**src/inc/storm_policer_pkg.sv**
```systemverilog
package storm_policer_pkg;
  // register map, byte addresses
  localparam logic [7:0] OFF_CTRL      = 8'h00;
  localparam logic [7:0] OFF_DROP_N    = 8'h04;
  localparam logic [7:0] OFF_COUNTDOWN = 8'h08;
  localparam logic [7:0] OFF_INTERVAL  = 8'h0c;
  localparam logic [7:0] OFF_SHUT_TH   = 8'h10;
  localparam logic [7:0] OFF_BW_RATE   = 8'h14;
  localparam logic [7:0] OFF_STATUS    = 8'h18;
  localparam logic [7:0] OFF_SAMPLE    = 8'h1c;
  localparam logic [7:0] OFF_WEIGHT    = 8'h20;
  // control register fields
  localparam int C_STORM_EN  = 0;
  localparam int C_ACTION    = 1;
  localparam int C_TYPE      = 2;
  localparam int C_MC_FILTER = 5;
  localparam int C_LAG       = 6;
  localparam int C_NO_LIMIT  = 7;
  localparam int C_DIR       = 8;
  localparam int C_GIG       = 10;
  localparam int C_STRICT    = 11;
  localparam int C_RECOVER   = 12;
  // legal ranges and reset values
  localparam logic [13:0] DROP_N_MIN = 14'h0001;
  localparam logic [13:0] DROP_N_MAX = 14'h3e80;
  localparam logic [19:0] DROP_STEP  = 20'h00040;
  localparam logic [4:0]  CD_MIN     = 5'h05;
  localparam logic [4:0]  CD_MAX     = 5'h1e;
  localparam logic [4:0]  IV_MIN     = 5'h05;
  localparam logic [4:0]  IV_MAX     = 5'h1e;
  localparam logic [4:0]  IV_DEF     = 5'h05;
  localparam logic [17:0] SHUT_MAX   = 18'h3e418;
  localparam logic [19:0] RATE_MIN   = 20'h0003f;
  localparam logic [19:0] RATE_MAX   = 20'hfa000;
  localparam logic [19:0] GIG_STEP   = 20'h0073a;
  localparam logic [5:0]  WEIGHT_MIN = 6'h01;
  localparam logic [5:0]  WEIGHT_MAX = 6'h37;
  localparam logic [20:0] MAX_FRAME_BITS = 21'h02f70;
  // time base
  localparam int CLK_PERIOD_NS = 4;
  localparam int MS_NS         = 1000000;
  localparam int MS_CYCLES     = MS_NS / CLK_PERIOD_NS;
  localparam logic [9:0] MS_PER_SEC  = 10'h3e8;
  localparam logic [5:0] SEC_PER_MIN = 6'h3c;
  localparam logic [4:0] REST_MIN    = 5'h05;
  typedef enum logic [1:0] {ST_NORMAL, ST_BLOCKED, ST_REST, ST_RECOVER} storm_state_type;
  typedef struct packed {
    logic        bcast;
    logic        mcast;
    logic        unk_ucast;
    logic        registered;
    logic        bpdu;
    logic [13:0] len;
  } rx_frame_type;
  typedef struct packed {
    logic done;
    logic pass;
    logic to_cpu;
  } rx_verdict_type;
  typedef struct packed {
    logic link_up;
    logic stp_discard;
    logic storm;
  } port_status_type;
endpackage

```
**src/verilog/port_storm_rate_policer.sv**
```systemverilog
// Summary of operation
// forward unregistered multicast in forward mode
// drop unregistered multicast in filter mode
// drop threshold is N times 64 kbit/s
// storm control disabled after reset
// storm classes: any broadcast/multicast/unknown mix
// drop action discards excess storm frames
// shutdown blocks all but BPDUs
// countdown expiry enters rest, five-minute recovery
// countdown 0 or 5-30, 0 never shuts
// countdown ignored under drop action
// sample interval 5-30 s, default 5
// shutdown detection uses sampled packet counts
// shutdown threshold 0 to 255000
// no storm control on aggregated ports
// rest mode reports discarding, BPDUs to cpu
// rest mode reports link down
// bandwidth ceiling on rx, tx or both
// no-limit setting removes bandwidth ceiling
// bandwidth rate 63 to 1024000 kbit/s
// gigabit tx rate rounded down to 1850
// strict: top queue first, rest weighted
// wrr shares slots by queue weight
// storm counters cleared each sampling interval
//
// The register offsets and the address-and-strobe port were chosen for this implementation.
`timescale 1ns/10ps
`default_nettype none

// token bucket in bits, refilled once per millisecond with rate kbit/s
module token_bucket
  import storm_policer_pkg::*;
(
  input  wire logic        clock,
  input  wire logic        reset,
  input  wire logic        refill,
  input  wire logic        take,
  input  wire logic [19:0] rate,
  input  wire logic [16:0] cost,
  output logic             ok
);
  logic [20:0] level_reg;
  logic [20:0] base;
  logic [21:0] sum;
  logic [21:0] cap;

  // one frame of burst above the rate so slow rates still pass frames
  always_comb begin
    base = (take && ok) ? level_reg - {4'h0, cost} : level_reg;
    sum  = {1'b0, base} + {2'h0, rate};
    cap  = {2'h0, rate} + {1'b0, MAX_FRAME_BITS};
  end

  assign ok = level_reg >= {4'h0, cost};

  // refill and spend may share a cycle
  always_ff @(posedge clock) begin
    if (reset) begin
      level_reg <= 21'h00000;
    end else if (refill) begin
      level_reg <= (sum > cap) ? cap[20:0] : sum[20:0];
    end else begin
      level_reg <= base;
    end
  end
endmodule

module port_storm_rate_policer
  import storm_policer_pkg::*;
#(
  parameter int MS_CYCLES_P = MS_CYCLES,
  parameter int NUM_QUEUES  = 8
) (
  // clock and reset
  input  wire logic                          clock,
  input  wire logic                          reset,
  // register port
  input  wire logic [7:0]                    reg_addr,
  input  wire logic [31:0]                   reg_wdata,
  input  wire logic                          reg_write,
  input  wire logic                          reg_read,
  output logic [31:0]                        reg_rdata,
  // receive path
  input  wire logic                          rx_valid,
  input  wire rx_frame_type                  rx_frame,
  output rx_verdict_type                     rx_verdict,
  // transmit path
  input  wire logic                          tx_valid,
  input  wire logic [13:0]                   tx_len,
  output logic                               tx_done,
  output logic                               tx_pass,
  // egress scheduler
  input  wire logic [NUM_QUEUES-1:0]         queue_req,
  input  wire logic                          sched_ready,
  output logic                               grant_valid,
  output logic [$clog2(NUM_QUEUES)-1:0]      grant_queue,
  // port status
  output port_status_type                    port_status
);
  localparam int QW = $clog2(NUM_QUEUES);
  localparam logic [QW-1:0] TOP_Q = QW'(NUM_QUEUES - 1);

  if (NUM_QUEUES < 2 || NUM_QUEUES > 8 || MS_CYCLES_P < 1) begin : g_bad_param
    $error("port_storm_rate_policer: unsupported parameter value");
  end

  // ****************************************************************
  // registers
  // ****************************************************************
  logic [12:0]     ctrl_reg;
  logic [13:0]     drop_n_reg;
  logic [4:0]      countdown_reg;
  logic [4:0]      interval_reg;
  logic [17:0]     shut_th_reg;
  logic [19:0]     bw_rate_reg;
  logic [19:0]     sample_reg;
  logic [5:0]      weight_reg [NUM_QUEUES];
  logic            recover_wr;
  storm_state_type state_reg;
  logic            drop_storm_reg;
  logic [31:0]     wd;
  logic [QW-1:0]   widx;
  logic            w_hit;

  assign wd    = reg_wdata;
  assign widx  = reg_addr[QW+1:2];
  assign w_hit = reg_addr[7:QW+2] == OFF_WEIGHT[7:QW+2];
  assign recover_wr = reg_write && reg_addr == OFF_CTRL && wd[C_RECOVER];

  // writes clamp into the legal ranges so the logic never sees a bad value
  always_ff @(posedge clock) begin
    if (reset) begin
      ctrl_reg      <= 13'h000;
      drop_n_reg    <= DROP_N_MIN;
      countdown_reg <= 5'h00;
      interval_reg  <= IV_DEF;
      shut_th_reg   <= 18'h00000;
      bw_rate_reg   <= RATE_MAX;
    end else if (reg_write) begin
      unique case (reg_addr)
        OFF_CTRL: ctrl_reg <= {1'b0, wd[11:0]};
        OFF_DROP_N: drop_n_reg <= (wd[13:0] < DROP_N_MIN || wd[31:14] != 18'h00000) ?
            ((wd[31:14] != 18'h00000) ? DROP_N_MAX : DROP_N_MIN) :
            (wd[13:0] > DROP_N_MAX) ? DROP_N_MAX : wd[13:0];
        OFF_COUNTDOWN: countdown_reg <= (wd[31:0] == 32'h0) ? 5'h00 :
            (wd[31:0] < {27'h0, CD_MIN}) ? CD_MIN :
            (wd[31:0] > {27'h0, CD_MAX}) ? CD_MAX : wd[4:0];
        OFF_INTERVAL: interval_reg <= (wd[31:0] < {27'h0, IV_MIN}) ? IV_MIN :
            (wd[31:0] > {27'h0, IV_MAX}) ? IV_MAX : wd[4:0];
        OFF_SHUT_TH: shut_th_reg <= (wd[31:0] > {14'h0, SHUT_MAX}) ?
            SHUT_MAX : wd[17:0];
        OFF_BW_RATE: bw_rate_reg <= (wd[31:0] < {12'h0, RATE_MIN}) ? RATE_MIN :
            (wd[31:0] > {12'h0, RATE_MAX}) ? RATE_MAX : wd[19:0];
        default: ;
      endcase
    end
  end

  // queue weights, one word each above the weight base
  always_ff @(posedge clock) begin
    if (reset) begin
      for (int q = 0; q < NUM_QUEUES; q++) begin
        weight_reg[q] <= WEIGHT_MIN;
      end
    end else if (reg_write && w_hit && int'(widx) < NUM_QUEUES) begin
      weight_reg[widx] <= (wd[31:0] < {26'h0, WEIGHT_MIN}) ? WEIGHT_MIN :
          (wd[31:0] > {26'h0, WEIGHT_MAX}) ? WEIGHT_MAX : wd[5:0];
    end
  end

  // read data stands in the cycle after the strobe only
  always_ff @(posedge clock) begin
    if (reset || !reg_read) begin
      reg_rdata <= 32'h00000000;
    end else if (w_hit && int'(widx) < NUM_QUEUES) begin
      reg_rdata <= {26'h0, weight_reg[widx]};
    end else begin
      unique case (reg_addr)
        OFF_CTRL:      reg_rdata <= {19'h0, ctrl_reg};
        OFF_DROP_N:    reg_rdata <= {18'h0, drop_n_reg};
        OFF_COUNTDOWN: reg_rdata <= {27'h0, countdown_reg};
        OFF_INTERVAL:  reg_rdata <= {27'h0, interval_reg};
        OFF_SHUT_TH:   reg_rdata <= {14'h0, shut_th_reg};
        OFF_BW_RATE:   reg_rdata <= {12'h0, bw_rate_reg};
        OFF_STATUS:    reg_rdata <= {27'h0, state_reg, port_status};
        OFF_SAMPLE:    reg_rdata <= {12'h0, sample_reg};
        default:       reg_rdata <= 32'h00000000;
      endcase
    end
  end

  // ****************************************************************
  // time base: millisecond, second, minute and sample ticks
  // ****************************************************************
  logic [$clog2(MS_CYCLES_P+1)-1:0] ms_cnt_reg;
  logic [9:0] msec_reg;
  logic [5:0] sec_reg;
  logic [4:0] iv_cnt_reg;
  logic       ms_tick;
  logic       sec_tick;
  logic       min_tick;
  logic       sample_tick;

  assign ms_tick     = ms_cnt_reg == ($bits(ms_cnt_reg))'(MS_CYCLES_P - 1);
  assign sec_tick    = ms_tick && msec_reg == MS_PER_SEC - 10'h001;
  assign min_tick    = sec_tick && sec_reg == SEC_PER_MIN - 6'h01;
  assign sample_tick = sec_tick && iv_cnt_reg >= interval_reg - 5'h01;

  // cascaded dividers, every slower rate is a one-cycle enable
  always_ff @(posedge clock) begin
    if (reset) begin
      ms_cnt_reg <= '0;
      msec_reg   <= 10'h000;
      sec_reg    <= 6'h00;
      iv_cnt_reg <= 5'h00;
    end else begin
      ms_cnt_reg <= ms_tick ? '0 : ms_cnt_reg + 1'b1;
      if (ms_tick) begin
        msec_reg <= sec_tick ? 10'h000 : msec_reg + 10'h001;
      end
      if (sec_tick) begin
        sec_reg    <= min_tick ? 6'h00 : sec_reg + 6'h01;
        iv_cnt_reg <= sample_tick ? 5'h00 : iv_cnt_reg + 5'h01;
      end
    end
  end

  // ****************************************************************
  // storm control
  // ****************************************************************
  logic        enabled;
  logic        shut_mode;
  logic        match;
  logic        over;
  logic [19:0] pkt_cnt_reg;
  logic [4:0]  min_cnt_reg;

  // aggregated ports never see storm control
  assign enabled   = ctrl_reg[C_STORM_EN] && !ctrl_reg[C_LAG]; // see
  assign shut_mode = enabled && ctrl_reg[C_ACTION];
  assign match     = rx_valid && |(ctrl_reg[C_TYPE +: 3] &
      {rx_frame.unk_ucast, rx_frame.mcast, rx_frame.bcast});
  assign over      = pkt_cnt_reg > {2'h0, shut_th_reg};

  // counter restarts each interval; a frame in the sample cycle opens the next
  always_ff @(posedge clock) begin
    if (reset) begin
      pkt_cnt_reg <= 20'h00000;
      sample_reg  <= 20'h00000;
    end else if (sample_tick) begin
      sample_reg  <= pkt_cnt_reg;
      pkt_cnt_reg <= match ? 20'h00001 : 20'h00000;
    end else if (match && pkt_cnt_reg != 20'hfffff) begin
      pkt_cnt_reg <= pkt_cnt_reg + 20'h00001;
    end
  end

  // shutdown sequence; drop action keeps the port in normal state
  always_ff @(posedge clock) begin
    if (reset || !shut_mode) begin
      state_reg   <= ST_NORMAL;
      min_cnt_reg <= 5'h00;
    end else begin
      unique case (state_reg)
        ST_NORMAL: begin
          min_cnt_reg <= 5'h00;
          if (sample_tick && over) begin
            state_reg <= ST_BLOCKED;
          end
        end
        ST_BLOCKED: begin
          if (min_tick && min_cnt_reg != CD_MAX) begin
            min_cnt_reg <= min_cnt_reg + 5'h01;
          end
          if (sample_tick && !over) begin
            state_reg <= ST_NORMAL;
          end else if (sample_tick && countdown_reg != 5'h00 &&
                       min_cnt_reg >= countdown_reg) begin
            state_reg   <= ST_REST; // see
            min_cnt_reg <= 5'h00;
          end
        end
        ST_REST: begin
          if (recover_wr) begin
            state_reg <= ST_NORMAL;
          end else if (min_tick) begin
            min_cnt_reg <= min_cnt_reg + 5'h01;
            if (min_cnt_reg == REST_MIN - 5'h01) begin
              state_reg <= ST_RECOVER;
            end
          end
        end
        ST_RECOVER: begin
          state_reg   <= ST_NORMAL;
          min_cnt_reg <= 5'h00;
        end
      endcase
    end
  end

  // ****************************************************************
  // receive and transmit policing
  // ****************************************************************
  logic        storm_ok;
  logic        rx_bw_ok;
  logic        tx_bw_ok;
  logic        mc_ok;
  logic        gate_ok;
  logic        storm_drop;
  logic        rx_bw_on;
  logic        tx_bw_on;
  logic        rx_ok;
  logic [19:0] drop_rate;
  logic [19:0] tx_rate;

  assign drop_rate  = 20'(drop_n_reg * DROP_STEP);
  assign tx_rate    = ctrl_reg[C_GIG] ? 20'((bw_rate_reg / GIG_STEP) * GIG_STEP) :
                      bw_rate_reg;
  assign mc_ok      = !(rx_frame.mcast && !rx_frame.registered &&
                        ctrl_reg[C_MC_FILTER]); // see
  assign gate_ok    = rx_frame.bpdu || state_reg == ST_NORMAL ||
                      state_reg == ST_RECOVER;
  assign storm_drop = enabled && !ctrl_reg[C_ACTION] && match && !storm_ok;
  assign rx_bw_on   = !ctrl_reg[C_NO_LIMIT] && ctrl_reg[C_DIR]; // see
  assign tx_bw_on   = !ctrl_reg[C_NO_LIMIT] && ctrl_reg[C_DIR+1]; // see
  assign rx_ok      = rx_valid && mc_ok && gate_ok && !storm_drop &&
                      state_reg != ST_REST && (!rx_bw_on || rx_bw_ok);

  token_bucket u_storm_bucket (
    .clock  (clock),
    .reset  (reset),
    .refill (ms_tick),
    .take   (rx_ok && match),
    .rate   (drop_rate),
    .cost   ({rx_frame.len, 3'h0}),
    .ok     (storm_ok)
  );

  token_bucket u_rx_bucket (
    .clock  (clock),
    .reset  (reset),
    .refill (ms_tick),
    .take   (rx_ok && rx_bw_on),
    .rate   (bw_rate_reg),
    .cost   ({rx_frame.len, 3'h0}),
    .ok     (rx_bw_ok)
  );

  token_bucket u_tx_bucket (
    .clock  (clock),
    .reset  (reset),
    .refill (ms_tick),
    .take   (tx_valid && tx_bw_on),
    .rate   (tx_rate),
    .cost   ({tx_len, 3'h0}),
    .ok     (tx_bw_ok)
  );

  // verdicts one cycle after the request; BPDUs always copied to the cpu
  always_ff @(posedge clock) begin
    if (reset) begin
      rx_verdict <= '0;
      tx_done    <= 1'b0;
      tx_pass    <= 1'b0;
    end else begin
      rx_verdict.done   <= rx_valid;
      rx_verdict.pass   <= rx_ok;
      rx_verdict.to_cpu <= rx_valid && rx_frame.bpdu;
      tx_done           <= tx_valid;
      tx_pass           <= tx_valid && (!tx_bw_on || tx_bw_ok);
    end
  end

  // drop-action storm flag; a new drop wins over the interval clear
  always_ff @(posedge clock) begin
    if (reset || !enabled) begin
      drop_storm_reg <= 1'b0;
    end else if (storm_drop) begin
      drop_storm_reg <= 1'b1;
    end else if (sample_tick) begin
      drop_storm_reg <= 1'b0;
    end
  end

  assign port_status.link_up     = state_reg != ST_REST;
  assign port_status.stp_discard = state_reg == ST_REST;
  assign port_status.storm       = drop_storm_reg || state_reg == ST_BLOCKED ||
                                   state_reg == ST_REST;

  // ****************************************************************
  // egress scheduler
  // ****************************************************************
  logic [QW-1:0] ptr_reg;
  logic [QW-1:0] ptr_next;
  logic [5:0]    credit_reg;
  logic          strict;

  assign strict   = ctrl_reg[C_STRICT];
  assign ptr_next = (ptr_reg == TOP_Q || (strict && ptr_reg == TOP_Q - 1'b1)) ?
                    '0 : ptr_reg + 1'b1;

  // one decision a cycle; a queue keeps the slot until its credit runs out or it stops requesting
  always_ff @(posedge clock) begin
    if (reset) begin
      ptr_reg     <= '0;
      credit_reg  <= WEIGHT_MIN;
      grant_valid <= 1'b0;
      grant_queue <= '0;
    end else begin
      grant_valid <= 1'b0;
      if (sched_ready) begin
        if (strict && queue_req[TOP_Q]) begin
          grant_valid <= 1'b1;
          grant_queue <= TOP_Q;
        end else if (queue_req[ptr_reg] && credit_reg != 6'h00 &&
                     !(strict && ptr_reg == TOP_Q)) begin
          grant_valid <= 1'b1;
          grant_queue <= ptr_reg;
          credit_reg  <= credit_reg - 6'h01;
        end else begin
          ptr_reg    <= ptr_next;
          credit_reg <= weight_reg[ptr_next];
        end
      end
    end
  end
endmodule

`default_nettype wire

```
**config.mk**
```make
export PLATFORM = sky130hd
export DESIGN_NAME = port_storm_rate_policer
export DESIGN_NICKNAME = d
export VERILOG_FILES = /design/src/inc/storm_policer_pkg.sv /design/src/verilog/port_storm_rate_policer.sv
export SDC_FILE = /design/constraint.sdc
export NUM_CORES = 1
export LEC_CHECK = 0
export BUFFER_PORTS_ARGS = -buffer_cell sky130_fd_sc_hd__buf_2
export CAP_MARGIN = 20
export CORE_MARGIN = 2
export CORE_UTILIZATION = 62
export CTS_CLUSTER_DIAMETER = 50
export DETAILED_ROUTE_END_ITERATION = 12
export PLACE_DENSITY_LB_ADDON = 0.12
export SYNTH_ARGS = -nofsm -noshare
export SYNTH_HDL_FRONTEND = slang
export SYNTH_HIERARCHICAL = 1
export SYNTH_SLANG_ARGS = --single-unit
export TNS_END_PERCENT = 50
```
**constraint.sdc**
```tcl
create_clock -name clock -period 20 [get_ports clock]
set_clock_uncertainty 0.2 [all_clocks]
set_input_delay 0 -clock clock [delete_from_list [all_inputs] [get_ports clock]]
set_output_delay 0 -clock clock [all_outputs]
set_load 0.05 [all_outputs]
```
==> impl_metrics.py <==
metrics = {
    "route": {
        "drcViolationCount": 0,
        "ant_nets": 0,
        "finalWirelength_mm": 90.5,
        "detail_route.wl_per_cell_um": 19.8,
        "via_per_inst": 6.41,
        "vias": 29335,
        "firstDrtPassIters": 5,
        "first_iter_violations": 3065,
    },
    "global_route": {
        "grt_pass1_wl_mm": 143,
        "grt-ovfl-total": 0,
        "grt_pass1_vias": 26553,
        "grt_max_degree": 65,
        "antenna_found_initial": 3,
        "track_usage_pct": 34.9,
    },
    "critical_path": {
        "worstRegToRegCells": 67,
        "endpoint_kind": "register",
        "slowest_stage": "nor3_4",
        "reg2reg_slack_ps": 1080,
        "timing.critical_path.buf_inv": 9,
        "cp.required_ps": 20220,
        "rr_startpoint": "bw_rate_reg[11]",
        "critical_path.top_delay_family": "compound AO/OA/AOI/OAI gates",
        "cp_max_fo": 17,
        "r2r_end": "u_tx_bucket/level_reg[17]",
        "critPathKind": "register to register",
        "crit_top_cell": "fa_1",
        "cp_data_arrival_time_ps": 19140,
        "startpoint_type": "register",
        "critPathMaxStageDelay_ps": 610,
    },
    "placed_design": {
        "gp_congestion": 0.976,
        "dp.cells": 4440,
        "hpwl_mm": 67.9,
        "dp_slack_ps": 389,
        "place_area_um2": 31400,
        "portBuffers": 119,
    },
    "sta": {
        "fin_crit_sh_pct": 94.6,
        "slew_viol_final": 0,
        "min_period_ps": 18920,
        "hold_ws_ps": 24.1,
        "worst_pin_slew_ps": 1090,
        "setup_viol": 0,
        "fin_ws_ps": 1080,
        "slew_headroom_pct": 27.0,
        "hold_viol": 0,
        "tns_ps": 0,
        "fmaxAchievable_mhz": 52.8,
    },
    "clock_network": {
        "numCtsBuffers": 43,
        "cts_buffer_depth": 3,
        "clkTransAtPathRegs_ps": 60,
        "cts-root-buf": "clkbuf_16",
        "cts.sinks": 310,
        "clk_latency_ps": 590,
        "cts_tree": "built",
        "htreeDepth": 2,
    },
    "synthesis": {
        "synth_area_per_cell_um2": 8.02,
        "synth.most_common_cell": "nor2_1",
        "synth_warnings": 6,
        "synth_area_leaders": "dfxtp_1 17%, ha_1 12%, nor2_1 5.3%",
        "yosysSeqAreaShare_pct": 22.0,
        "syn_area_um2": 30400,
        "synth_edf_count": 48,
        "synth_top_flop_cell": "dfxtp_1",
        "synth_cell_types": 128,
        "synthTopCellsByCount": "431 x nor2_1, 316 x nand2_1, 290 x ha_1, 262 x dfxtp_1, 232 x inv_1",
        "syn_inst": 3790,
        "ys_ff_latch": 310,
        "synth_top_area_cell": "dfxtp_1",
        "yosys.area.top_type_share_pct": 17.3,
        "async_reset_ff_share_pct": 0,
    },
    "floorplanning": {
        "dieArea_um2": 50800,
        "core_um2": 48600,
        "fp.dieW_um": 225,
        "rows": 81,
        "start_util_pct": 62.5,
        "ioPinCount": 132,
        "die_h_um": 225,
    },
    "power": {
        "pwr_density_cell_nw_per_um2": 59.0,
        "power_mw": 1.98,
        "peakVddDrop_uv": 79.8,
        "p_leak_nw": 14.5,
    },
    "worst_hold_path": {
        "hold_start": "reg_addr[2]",
        "min_path_type": "input port to register",
        "min_path_cells": 4,
        "hold_path_end": "weight_reg[1][0]",
    },
    "job": {
        "maxCapViolCount": 0,
    },
    "cells_and_area": {
        "final_util_pct": 69.0,
        "fin_cells": 4578,
        "layout.nets": 4340,
        "largest_register_ffs": 48,
        "area_growth_pct": 10.5,
        "drive_gt1_share_pct": 10.7,
        "final_area_um2": 33600,
    },
    "status": {
        "status": "finished, final reports clean",
    },
}
==> where the power goes <==
group	leakage (nW)	internal [mW]	switching [mW]
Sequential	2.57	0.642	0.00969
Combinational	11.1	0.228	0.292
Clock	0.736	0.484	0.323
==> logic make-up (layout without fill, tap and decap cells) <==
family                   Yosys count  after routing  synth area share (%)
AO/OA/AOI/OAI                   1008           1008                  23.7
flip-flops                       310            310                  22.0
AND/OR/NAND/NOR                 1374           1374                  22.5
adder cells (fa/ha/maj)          332            332                  14.6
XOR/XNOR                         240            240                  7.00
other                              1             48                0.0123
multiplexers                     122            122                  4.83
buffers and inverters            403            522                  5.43
==> layout make-up <==
type / count / area (um2)
multi-input cells: 3123 / 22300
fillers: 4144 / 15100
flip-flops and latches: 310 / 6700
repair buffers: 210 / 1430
clock buffers: 52 / 1220
inverters: 235 / 885
well taps: 622 / 778
clock inverters: 25 / 278
diodes: 1 / 2.50
==> per-layer routing <==
metal	part of all wire [%]	vias up	GRT usage [%]	routed length (um)
met5	0.015	-	0	14
met4	4.0	2	13.7	3640
met3	8.4	207	5.76	7630
met2	42	1301	52.1	38300
met1	45	13684	50.0	40900
li1	-	14141	-	-
==> how the worst max path moves through the flow <==
stage | start | to | cells after the start
CTS | bw_rate_reg[11] | u_tx_bucket/level_reg[16] | 66
global route | bw_rate_reg[10] | u_tx_bucket/level_reg[10] | 67
global placement | bw_rate_reg[11] | u_tx_bucket/level_reg[16] | 65
floorplan | bw_rate_reg[12] | u_tx_bucket/level_reg[15] | 68
detailed placement | bw_rate_reg[11] | u_tx_bucket/level_reg[14] | 66
finish | bw_rate_reg[11] | u_tx_bucket/level_reg[17] | 67
==> cells in the final DEF (no fill, tap or decap), drive strengths merged, types with 40 or more instances in the layout <==
cell / count
a211oi: 50
nand2b: 52
buf: 162
o211ai: 50
nor2: 433
dfxtp: 262
ha: 290
nand3: 102
nand2: 316
mux2i: 67
a31oi: 62
o21ai: 145
xnor2: 135
xor2: 105
mux2: 40
a21o: 68
or2: 43
dlygate4sd3: 48
a22oi: 69
conb: 47
edfxtp: 48
nand4: 72
clkbuf: 52
nor3: 105
inv: 248
a21oi: 212
==> tightest hold or removal path, stage by stage <==
cell and delay (ps):
buf_2 360, nand2_1 160, inv_1 90, nand3_1 80
==> what timing repair did <==
item / 4_1_cts / 5_1_grt
hold endpoints to repair: 219 / 0
buffers inserted: 0 / 10
gates resized for setup: 0 / 19
hold buffers: 48 / 0
setup endpoints to repair: 0 / 21
No activity file was read; power rests on OpenSTA's default activity.
